===== src/pkg/spcl_regs.vh =====
// Offsets, field positions and reset values of the switch port configuration loader
`ifndef SPCL_REGS_VH
`define SPCL_REGS_VH

// ------------------------------------------------------------
// Configuration space offsets
// ------------------------------------------------------------
`define SPCL_OFF_PM_CAP 12'h040
`define SPCL_OFF_PM_CTL_DATA 12'h044
`define SPCL_OFF_LINK_PHY_CTL 12'h078
`define SPCL_OFF_PHY_CHG_CNT 12'h08C
`define SPCL_OFF_SLOT_CAP 12'h0C0
`define SPCL_OFF_SLOT_CLK 12'h0D0
`define SPCL_OFF_DEEMPH_CTL 12'h0F0
`define SPCL_OFF_VC_CAP 12'h144

// ------------------------------------------------------------
// Configuration memory word addresses
// ------------------------------------------------------------
`define SPCL_WA_PORT3_PHY 8'h46
`define SPCL_WA_PM_BASE 8'h50
`define SPCL_WA_PM_LAST 8'h57
`define SPCL_WA_PORT0_MISC 8'h60
`define SPCL_WA_PORT1_MISC 8'h62

// ------------------------------------------------------------
// Memory word bit positions
// ------------------------------------------------------------
`define SPCL_WB_DEEMPH 12
`define SPCL_WB_COMPL 13
`define SPCL_WB_DCCS_HI 15
`define SPCL_WB_DCCS_LO 14
`define SPCL_WB_NO_SOFT_RST 0
`define SPCL_WB_AUX_HI 3
`define SPCL_WB_AUX_LO 1
`define SPCL_WB_PME_HI 7
`define SPCL_WB_PME_LO 6
`define SPCL_WB_PM_DATA_HI 15
`define SPCL_WB_PM_DATA_LO 8
`define SPCL_WB_SLOT_CLK 1
`define SPCL_WB_DSI 2
`define SPCL_WB_LOW_PRI_CNT 3
`define SPCL_WB_SLOT_IMPL 0

// ------------------------------------------------------------
// Configuration register bit positions
// ------------------------------------------------------------
`define SPCL_RB_DEEMPH 6
`define SPCL_RB_COMPL 11
`define SPCL_RB_DCCS_LO 8
`define SPCL_RB_NO_SOFT_RST 3
`define SPCL_RB_DSI 21
`define SPCL_RB_AUX_LO 22
`define SPCL_RB_D1_SUP 25
`define SPCL_RB_D2_SUP 26
`define SPCL_RB_PME_LO 28
`define SPCL_RB_PM_DATA_LO 24
`define SPCL_RB_SLOT_CLK 28
`define SPCL_RB_LOW_PRI_CNT 4
`define SPCL_RB_SLOT_IMPL 24

// ------------------------------------------------------------
// Reset values of loaded fields
// ------------------------------------------------------------
`define SPCL_RST_BIT 1'b0
`define SPCL_RST_AUX 3'h0
`define SPCL_RST_PME 2'h0
`define SPCL_RST_DCCS 2'h0
`define SPCL_RST_PM_DATA 8'h00

`endif


===== src/hdl/spcl_loader.v =====
// Switch port configuration loader: applies stored words to per-port config fields
//
// Summary of operation
// - Port 3 de-emphasis select at F0h bit 6 takes bit 12 of word 46h.
// - Port 3 compliance-to-detect at 78h bit 11 takes bit 13 of word 46h.
// - Port 3 data change count select at 8Ch bits 9:8 takes bits 15:14 of word 46h.
// - Words 50h/52h/54h/56h bit 0 go to bit 3 of 44h of ports 0 to 3 (skip state reset).
// - Bits 3:1 of each port's power management word go to 40h bits 24:22 (aux current).
// - 40h bit 25 reads as constant 1, reporting D1 support.
// - 40h bit 26 reads as constant 1, reporting D2 support.
// - Bits 7:6 of each port's power management word go to 40h bits 29:28 (wake support D2/D1).
// - Words 51h/53h/55h/57h bits 15:8 go to read-only 44h bits 31:24 of ports 0 to 3.
// - Word 60h bit 1 goes to port 0 D0h bit 28 (connector reference clock).
// - Word 60h bit 2 goes to port 0 40h bit 21 (device-specific init required).
// - Word 60h bit 3 goes to port 0 144h bit 4 (VC1 is the low priority channel).
// - Word 62h bit 0 goes to port 1 C0h bit 24 (slot implemented).
`timescale 1ns/1ps
`default_nettype none
`include "spcl_regs.vh"

module spcl_loader (
   // Clock, reset and enable
   input wire clk,
   input wire rst,
   input wire ce,
   // Words delivered by the configuration memory reader
   input wire word_valid,
   input wire [7:0] word_addr,
   input wire [15:0] word_data,
   input wire load_end,
   // Configuration read port
   input wire cfg_rd,
   input wire [1:0] cfg_port,
   input wire [11:0] cfg_offset,
   output reg [31:0] cfg_rdata_q,
   output reg cfg_rvalid_q,
   output reg cfg_ready_q
);

   // ------------------------------------------------------------
   // Loader states
   // ------------------------------------------------------------
   localparam [1:0] ST_LOAD = 2'b00;
   localparam [1:0] ST_DONE = 2'b01;

   reg [1:0] state_q;

   // Per-port power management fields, indexed by port
   reg [2:0] aux_cur_q [0:3];
   reg [1:0] pme_sup_q [0:3];
   reg no_soft_rst_q [0:3];
   reg [7:0] pm_data_q [0:3];

   // Port specific fields
   reg deemph_p3_q;
   reg compl_p3_q;
   reg [1:0] dccs_p3_q;
   reg slot_clk_p0_q;
   reg dsi_p0_q;
   reg low_priority_channel_count_p0_q;
   reg slot_impl_p1_q;

   reg [31:0] rdata_d;
   integer i;

   // ------------------------------------------------------------
   // Helpers
   // ------------------------------------------------------------
   // Power management words come in pairs per port, from 50h upward
   function pm_word_hit;
      input [7:0] addr;
      begin
         pm_word_hit = (addr >= `SPCL_WA_PM_BASE) && (addr <= `SPCL_WA_PM_LAST);
      end
   endfunction

   function [1:0] pm_word_port;
      input [7:0] addr;
      reg [7:0] rel;
      begin
         rel = addr - `SPCL_WA_PM_BASE;
         pm_word_port = rel[2:1];
      end
   endfunction

   wire take_word = (state_q == ST_LOAD) && word_valid;
   wire [1:0] pm_port = pm_word_port(word_addr);

   // ------------------------------------------------------------
   // Loader sequence
   // ------------------------------------------------------------
   always @(posedge clk) begin
      if (rst) begin
         state_q <= ST_LOAD;
         cfg_ready_q <= 1'b0;
      end else if (ce) begin
         case (state_q)
            ST_LOAD: begin
               // A word in the same cycle as the end marker is still applied
               if (load_end) begin
                  state_q <= ST_DONE;
                  cfg_ready_q <= 1'b1;
               end
            end
            ST_DONE: begin
               cfg_ready_q <= 1'b1;
            end
            default: begin
               state_q <= ST_LOAD;
               cfg_ready_q <= 1'b0;
            end
         endcase
      end
   end

   // ------------------------------------------------------------
   // Field loading
   // ------------------------------------------------------------
   always @(posedge clk) begin
      if (rst) begin
         for (i = 0; i < 4; i = i + 1) begin
            aux_cur_q[i] <= `SPCL_RST_AUX;
            pme_sup_q[i] <= `SPCL_RST_PME;
            no_soft_rst_q[i] <= `SPCL_RST_BIT;
            pm_data_q[i] <= `SPCL_RST_PM_DATA;
         end
         deemph_p3_q <= `SPCL_RST_BIT;
         compl_p3_q <= `SPCL_RST_BIT;
         dccs_p3_q <= `SPCL_RST_DCCS;
         slot_clk_p0_q <= `SPCL_RST_BIT;
         dsi_p0_q <= `SPCL_RST_BIT;
         low_priority_channel_count_p0_q <= `SPCL_RST_BIT;
         slot_impl_p1_q <= `SPCL_RST_BIT;
      end else if (ce && take_word) begin
         // Unlisted word addresses are ignored so fields keep reset values
         if (word_addr == `SPCL_WA_PORT3_PHY) begin
            deemph_p3_q <= word_data[`SPCL_WB_DEEMPH];
            compl_p3_q <= word_data[`SPCL_WB_COMPL];
            dccs_p3_q <= word_data[`SPCL_WB_DCCS_HI:`SPCL_WB_DCCS_LO];
         end else if (pm_word_hit(word_addr) && !word_addr[0]) begin
            no_soft_rst_q[pm_port] <= word_data[`SPCL_WB_NO_SOFT_RST];
            aux_cur_q[pm_port] <= word_data[`SPCL_WB_AUX_HI:`SPCL_WB_AUX_LO];
            // Bits 5:4 are not stored: D1/D2 support is fixed at one
            pme_sup_q[pm_port] <= word_data[`SPCL_WB_PME_HI:`SPCL_WB_PME_LO];
         end else if (pm_word_hit(word_addr)) begin
            pm_data_q[pm_port] <= word_data[`SPCL_WB_PM_DATA_HI:`SPCL_WB_PM_DATA_LO];
         end else if (word_addr == `SPCL_WA_PORT0_MISC) begin
            slot_clk_p0_q <= word_data[`SPCL_WB_SLOT_CLK];
            dsi_p0_q <= word_data[`SPCL_WB_DSI];
            low_priority_channel_count_p0_q <= word_data[`SPCL_WB_LOW_PRI_CNT];
         end else if (word_addr == `SPCL_WA_PORT1_MISC) begin
            slot_impl_p1_q <= word_data[`SPCL_WB_SLOT_IMPL];
         end
      end
   end

   // ------------------------------------------------------------
   // Configuration read decode
   // ------------------------------------------------------------
   // Only the loaded fields are modelled; all other bits read as zero except 40h bits 26:25 (D1/D2 support), which read as one
   always @* begin
      rdata_d = 32'h00000000;
      if (cfg_offset == `SPCL_OFF_PM_CAP) begin
         rdata_d[`SPCL_RB_AUX_LO +: 3] = aux_cur_q[cfg_port];
         rdata_d[`SPCL_RB_D1_SUP] = 1'b1;
         rdata_d[`SPCL_RB_D2_SUP] = 1'b1;
         rdata_d[`SPCL_RB_PME_LO +: 2] = pme_sup_q[cfg_port];
         if (cfg_port == 2'h0) begin
            rdata_d[`SPCL_RB_DSI] = dsi_p0_q;
         end
      end else if (cfg_offset == `SPCL_OFF_PM_CTL_DATA) begin
         rdata_d[`SPCL_RB_NO_SOFT_RST] = no_soft_rst_q[cfg_port];
         rdata_d[`SPCL_RB_PM_DATA_LO +: 8] = pm_data_q[cfg_port];
      end else if (cfg_offset == `SPCL_OFF_LINK_PHY_CTL) begin
         if (cfg_port == 2'h3) begin
            rdata_d[`SPCL_RB_COMPL] = compl_p3_q;
         end
      end else if (cfg_offset == `SPCL_OFF_PHY_CHG_CNT) begin
         if (cfg_port == 2'h3) begin
            rdata_d[`SPCL_RB_DCCS_LO +: 2] = dccs_p3_q;
         end
      end else if (cfg_offset == `SPCL_OFF_SLOT_CAP) begin
         if (cfg_port == 2'h1) begin
            rdata_d[`SPCL_RB_SLOT_IMPL] = slot_impl_p1_q;
         end
      end else if (cfg_offset == `SPCL_OFF_SLOT_CLK) begin
         if (cfg_port == 2'h0) begin
            rdata_d[`SPCL_RB_SLOT_CLK] = slot_clk_p0_q;
         end
      end else if (cfg_offset == `SPCL_OFF_DEEMPH_CTL) begin
         if (cfg_port == 2'h3) begin
            rdata_d[`SPCL_RB_DEEMPH] = deemph_p3_q;
         end
      end else if (cfg_offset == `SPCL_OFF_VC_CAP) begin
         if (cfg_port == 2'h0) begin
            rdata_d[`SPCL_RB_LOW_PRI_CNT] = low_priority_channel_count_p0_q;
         end
      end
   end

   // ------------------------------------------------------------
   // Read response
   // ------------------------------------------------------------
   // Reads before loading completes are dropped so no stale default leaks out
   always @(posedge clk) begin
      if (rst) begin
         cfg_rdata_q <= 32'h00000000;
         cfg_rvalid_q <= 1'b0;
      end else if (ce) begin
         cfg_rvalid_q <= cfg_rd && cfg_ready_q;
         if (cfg_rd && cfg_ready_q) begin
            cfg_rdata_q <= rdata_d;
         end
      end
   end

endmodule
`default_nettype wire


===== config.mk =====
export PLATFORM = sky130hd
export DESIGN_NAME = spcl_loader
export DESIGN_NICKNAME = d
export VERILOG_FILES = /design/src/hdl/spcl_loader.v
export VERILOG_INCLUDE_DIRS = /design/src /design/src/pkg
export SDC_FILE = /design/constraint.sdc
export NUM_CORES = 1
export LEC_CHECK = 0
export BUFFER_PORTS_ARGS = -buffer_cell sky130_fd_sc_hd__buf_2
export CORE_MARGIN = 2
export CORE_UTILIZATION = 49
export CTS_CLUSTER_SIZE = 20
export DETAILED_ROUTE_END_ITERATION = 8
export GPL_ROUTABILITY_DRIVEN = 0
export PLACE_DENSITY = 0.87
export SLEW_MARGIN = 20
export SYNTH_ARGS = -nofsm -noshare
export SYNTH_HDL_FRONTEND = slang
export SYNTH_SLANG_ARGS = --single-unit

===== constraint.sdc =====
create_clock -name clk -period 2.11 [get_ports clk]
set_clock_uncertainty 0.1 [all_clocks]
set_input_delay 0.211 -clock clk [delete_from_list [all_inputs] [get_ports clk]]
set_output_delay 0.211 -clock clk [all_outputs]
set_load 0.1 [all_outputs]

# After elaboration in Yosys (flattened, before gate mapping)
# Memory sizes are Yosys's and may differ from the RTL's.
# Index checks and enable logic that the tools add are counted.
# op_classes
add_sub_neg,1
mul,0
n_div,0
order_cmp,2
n_eq_ne,15
n_shift,0
muxes,75
bitwise,5
reduce_logical,18
# op_table
op,count
$mux 1,53
$eq 12x8->1 const B,4
$eq 12x7->1 const B,3
$mux 2,14
$eq 8x7->1 const B,3
$mux 3,5
$eq 12x9->1 const B,1
$ge 8x7->1 const B,1
$le 8x7->1 const B,1
$mux 8,1
$reduce_or 8->1,1
$reduce_and 2->1,3
$reduce_and 6->1,1
$logic_and 1x1->1,5
$not 1->1,5
$reduce_and 5->1,1
$eq 2x1->1 const B,2
$logic_not 2->1,2
$pmux 2 s2,1
$reduce_and 3->1,1
$reduce_or 3->1,1
$sub 3x1->3 const B,1
$eq 2x2->1 const B,1
$ne 2x2->1 const B,1
other kinds (4),4
# word_totals
ff_bits,29
latchBits,0
ram_bits,56
rom_bits,0
input_bits,44
out_inout_bits,34
elab_cells,131
n_memories,4
# mem_list
memory,words,word_bits,rd,rd_clocked_by_memory_dff,wr,line,text
pm_data_q,4,8,1,0,4,spcl_loader.v:52,reg [7:0] pm_data_q [0:3];
aux_cur_q,4,3,1,0,4,spcl_loader.v:49,reg [2:0] aux_cur_q [0:3];
pme_sup_q,4,2,1,0,4,spcl_loader.v:50,reg [1:0] pme_sup_q [0:3];
no_soft_rst_q,4,1,1,0,4,spcl_loader.v:51,reg no_soft_rst_q [0:3];

# Longest topological paths before layout
# logic_depth
ltp_word,10
depth_mapped,6
mapped_depth_nobuf,4

# Least setup slack after synthesis
# No wires, ideal clock.
# synth_timing
path_type,register -> register
from,reg state_q[0]
to,"mem pm_data_q[3][0], enable pin"
setup_ns,0.375
arrival_ns,1.602
t_required_ns,1.635
slack_ns,0.033
path_stages_with_launch,5
n_path_buf,0
period_less_slack_ns,2.077
cell_sequence,dfxtp_1 > nand4bb_1 > nor3_1 > nand2_1 > o21bai_1
# synth_lines
item,line,text
from (decl),spcl_loader.v:46,reg [1:0] state_q;
from (signal assigned),spcl_loader.v:94,state_q <= ST_LOAD;
from (signal assigned),spcl_loader.v:101,state_q <= ST_DONE;
from (signal assigned),spcl_loader.v:109,state_q <= ST_LOAD;
to (decl),spcl_loader.v:52,

==> key figures <==
Floorplanning
  • Die Wd: 92.9 um
  • Core ar.: 7690 um2
  • Die area: 8620 um2
  • Chip Height: 92.9 um
  • Site Rows: 32
  • Initial Util: around 50%
  • Top Ports: 78

Global route
  • Largest net degree at the start of global routing: 22
  • Total GRT Usage: 22.5%
  • GR peak layer: met2
  • Vias in the first global route: roughly 2,900
  • Antenna violations before repair: 0
  • Global-route wire length before repair: 14.4 mm
  • Global route overflow: 0
  • Met3 Use GR: roughly 5.5%
  • Met1 Usage GRT: 27.4%
  • Met2 GRT Util: 38.0%

Route
  • Final WL: between 9 and 10 mm
  • Post-DR wirelength/cell: 17.7 um
  • Via density: approximately 5.6
  • First-pass DRT Iterations: 4
  • Via count: 2,916
  • Antenna Violating Nets Remaining: 0
  • DR iter-0 viols: 223
  • DRC viols: 0

Hold path
  • HP Class: primary input to register
  • Worst hold endpoint: low_priority_channel_count_p0_q$_SDFFE_PP0P_
  • Hold Crit Start: word_data[3]
  • Hold Path Depth: 3

Critical path
  • Reg2reg path depth: 4
  • Req. time, crit path: 2.03 ns
  • Critical Path AT: 1.91 ns
  • Critical path's slowest cell: nor4_4
  • R2R setup slack: 0.12 ns
  • CP Capture Type: register
  • Crit path max fanout: 8
  • Top delay family on crit path: simple AND/OR/NAND/NOR gates
  • Crit Path Class: register to register
  • Crit path cell chain: nand4bb_1 -> nor4_4 -> nand2_1 -> nand2b_1
  • Crit Reg-Reg Endpoint: pm_data_q[0][5]$_SDFFCE_PN0P_
  • Max incr delay on CP: between 0.3 and 0.4 ns
  • CP startpoint kind: register
  • Bufs and invs on worst path: 0
  • Worst r2r src: state_q[0]$_SDFFE_PP0P_

Placement
  • Worst slack at placement: around 0.0052 ns
  • Inst Count DP: ~500
  • Port bufs: 60
  • HPWL Detailed: between 6 and 7 mm

CTS
  • Worst-path clk slew: 0.09 ns
  • Clock root cell: clkbuf_8
  • Longest Clk Path Bufs: 2
  • Worst-Skew Late Latency: 0.37 ns
  • CTS Buf Count: 9
  • H-tree depth: 3
  • CTS tree: yes
  • CTS Sinks: 84
  • Postcts setup bufs: 0

Timing
  • RSZ-0062 raised after global routing: no
  • Setup TNS: 0 ns
  • Slew at the pin with the worst max-slew slack: 0.556 ns
  • Max Transition Viols Final: 0
  • Final Cycle Share: 94.2%
  • Final Hold Violating Endpoints: 0
  • Min Tclk post-route: slightly below 2 ns
  • Fmax: 503 MHz
  • Endpoints failing setup: 0
  • Slew HR: 62.9%
  • Final setup margin: ~0.12 ns

Logic synthesis
  • Synth top area cells: edfxtp_1, dfxtp_1, mux4_2, nor2_1, nand2b_1
  • Synthesized area: 3870 um2
  • Commonest cells in the netlist: nor2_1, edfxtp_1, dfxtp_1, nand2b_1, nand2_1
  • Syn avg cell area: 11.7 um2
  • Post-synth ARST share: 0%
  • Post-synth EDFFs: 56
  • Yosys top cell area share: between 40% and 50%
  • Synth warn: 0
  • Cell taking the most area after synthesis: edfxtp_1
  • Ys flop type: edfxtp_1
  • Seq cells post-synth: 84
  • Synth unique cells: 41
  • Most common cell in the netlist: nor2_1
  • Synth Instances: 332
  • Seq/Total Area, Yosys: 58.0%

Finish
  • # fillers: 658
  • Syn-to-layout area delta: 16.8%
  • Net count, final: 453
  • Post-Layout Cell Count: about 520
  • Share of cells above drive strength 1: 28.5%

Pwr
  • PwrDens: 714 nW/um2
  • Leak pwr: 0.00175 uW
  • VDD IR-drop max: 298 uV

Status
  • Status: completed

Run
  • Max-cap violations: 0
## sequential cells by signal, indices dropped and copies added, names as in the netlist, 2 cells and up
register / flops
cfg_rdata_q: 17
dccs_p3_q: 2
no_soft_rst_q: 4
pme_sup_q: 8
pm_data_q: 32
aux_cur_q: 12
## cell families (layout without fill, tap and decap cells)
logic type / count (synthesis) / in the layout / share of synthesized area [%]
AND/OR/NAND/NOR: 162 / 162 / 21.9
flip-flops: 84 / 84 / 58.0
buffers and inverters: 32 / 100 / 4.85
AO/OA/AOI/OAI: 31 / 31 / 5.27
multiplexers: 22 / 22 / 9.90
other: 1 / 16 / 0.0969
## final cells by class
type,instances,area [um2],area share (%)
tap,102,128,2.82
antenna,1,2.50,0.0554
inverter,3,11.3,0.249
multi-input combinational,230,1500,33.2
sequential,84,2240,49.6
timing repair buffer,81,463,10.2
clock buffer,9,124,2.74
clock inverter,7,47.5,1.05
## report_power, final
part / switching (uW) / leakage (uW) / internal [uW] / total [uW]
Clock: 620 / 0.0000840 / 431 / 1050
Sequential: 11.8 / 0.000827 / 1780 / 1790
Combinational: 283 / 0.000837 / 100 / 383
## metal layers
| metal | vias to the layer above | routed length, um | share of wire (%) |
|---|---|---|---|
| li1 | 1332 | - | - |
| met1 | 1416 | 3580 | 39 |
| met2 | 143 | 4650 | 51 |
| met3 | 25 | 681 | 7.5 |
| met4 | 0 | 221 | 2.4 |
| met5 | - | 0 | 0 |
## worst max-delay path by stage
stage                                  from                             to  cells past startpoint
finish              state_q[0]$_SDFFE_PP0P_  pm_data_q[0][5]$_SDFFCE_PN0P_                      4
floorplan           state_q[0]$_SDFFE_PP0P_      pm_data_q[3][0]$_DFFE_PP_                      4
CTS                 state_q[0]$_SDFFE_PP0P_  pm_data_q[0][5]$_SDFFCE_PN0P_                      4
global route        state_q[0]$_SDFFE_PP0P_  pm_data_q[0][2]$_SDFFCE_PN0P_                      4
global placement                         ce  pm_data_q[0][6]$_SDFFCE_PN0P_                      5
detailed placement                       ce  pm_data_q[0][4]$_SDFFCE_PN0P_                      5
## what timing repair did
action                                  CTS  global route
endpoints found under the setup margin    0             8
hold buffers                              2             0
endpoints found under the hold margin     2             0
gates resized for setup                   0             1
## worst min-delay path, stage by stage
cell and delay [ns]:
buf_2 0.10, mux2i_1 0.06, nor2_1 0.09
## placed cells by master, fill, tap and decap left out, types with 3 or more instances in the layout
cell type  count
dfxtp_1       28
or3b_2         3
a21oi_1       11
buf_2         60
inv_1          3
nand3_1        9
nor2b_1        3
mux4_2        13
nand2_1       16
buf_4         19
nor3_1         5
conb_1        15
mux2i_1        9
nand2b_1      24
a22oi_1        7
inv_6          3
nand4_1        5
clkbuf_8       9
edfxtp_1      56
nor2_1        78
a32oi_1        3
nor4_1         3
o21bai_1       3
nor4_4         3
## through the flow
step	utilization (%)	total power (uW)	hold slack, ns	instance area [um2]
3_3_place_gp	56.1	2190	0.336	4320
6_report	58.8	3220	0.0233	4520
5_1_grt	58.7	3330	0.0273	4520
3_5_place_dp	56.1	2200	0.343	4320
2_1_floorplan	-	2120	0.251	3920
4_1_cts	58.6	3230	0.00919	4510
Power figures use the tool's default switching activity.
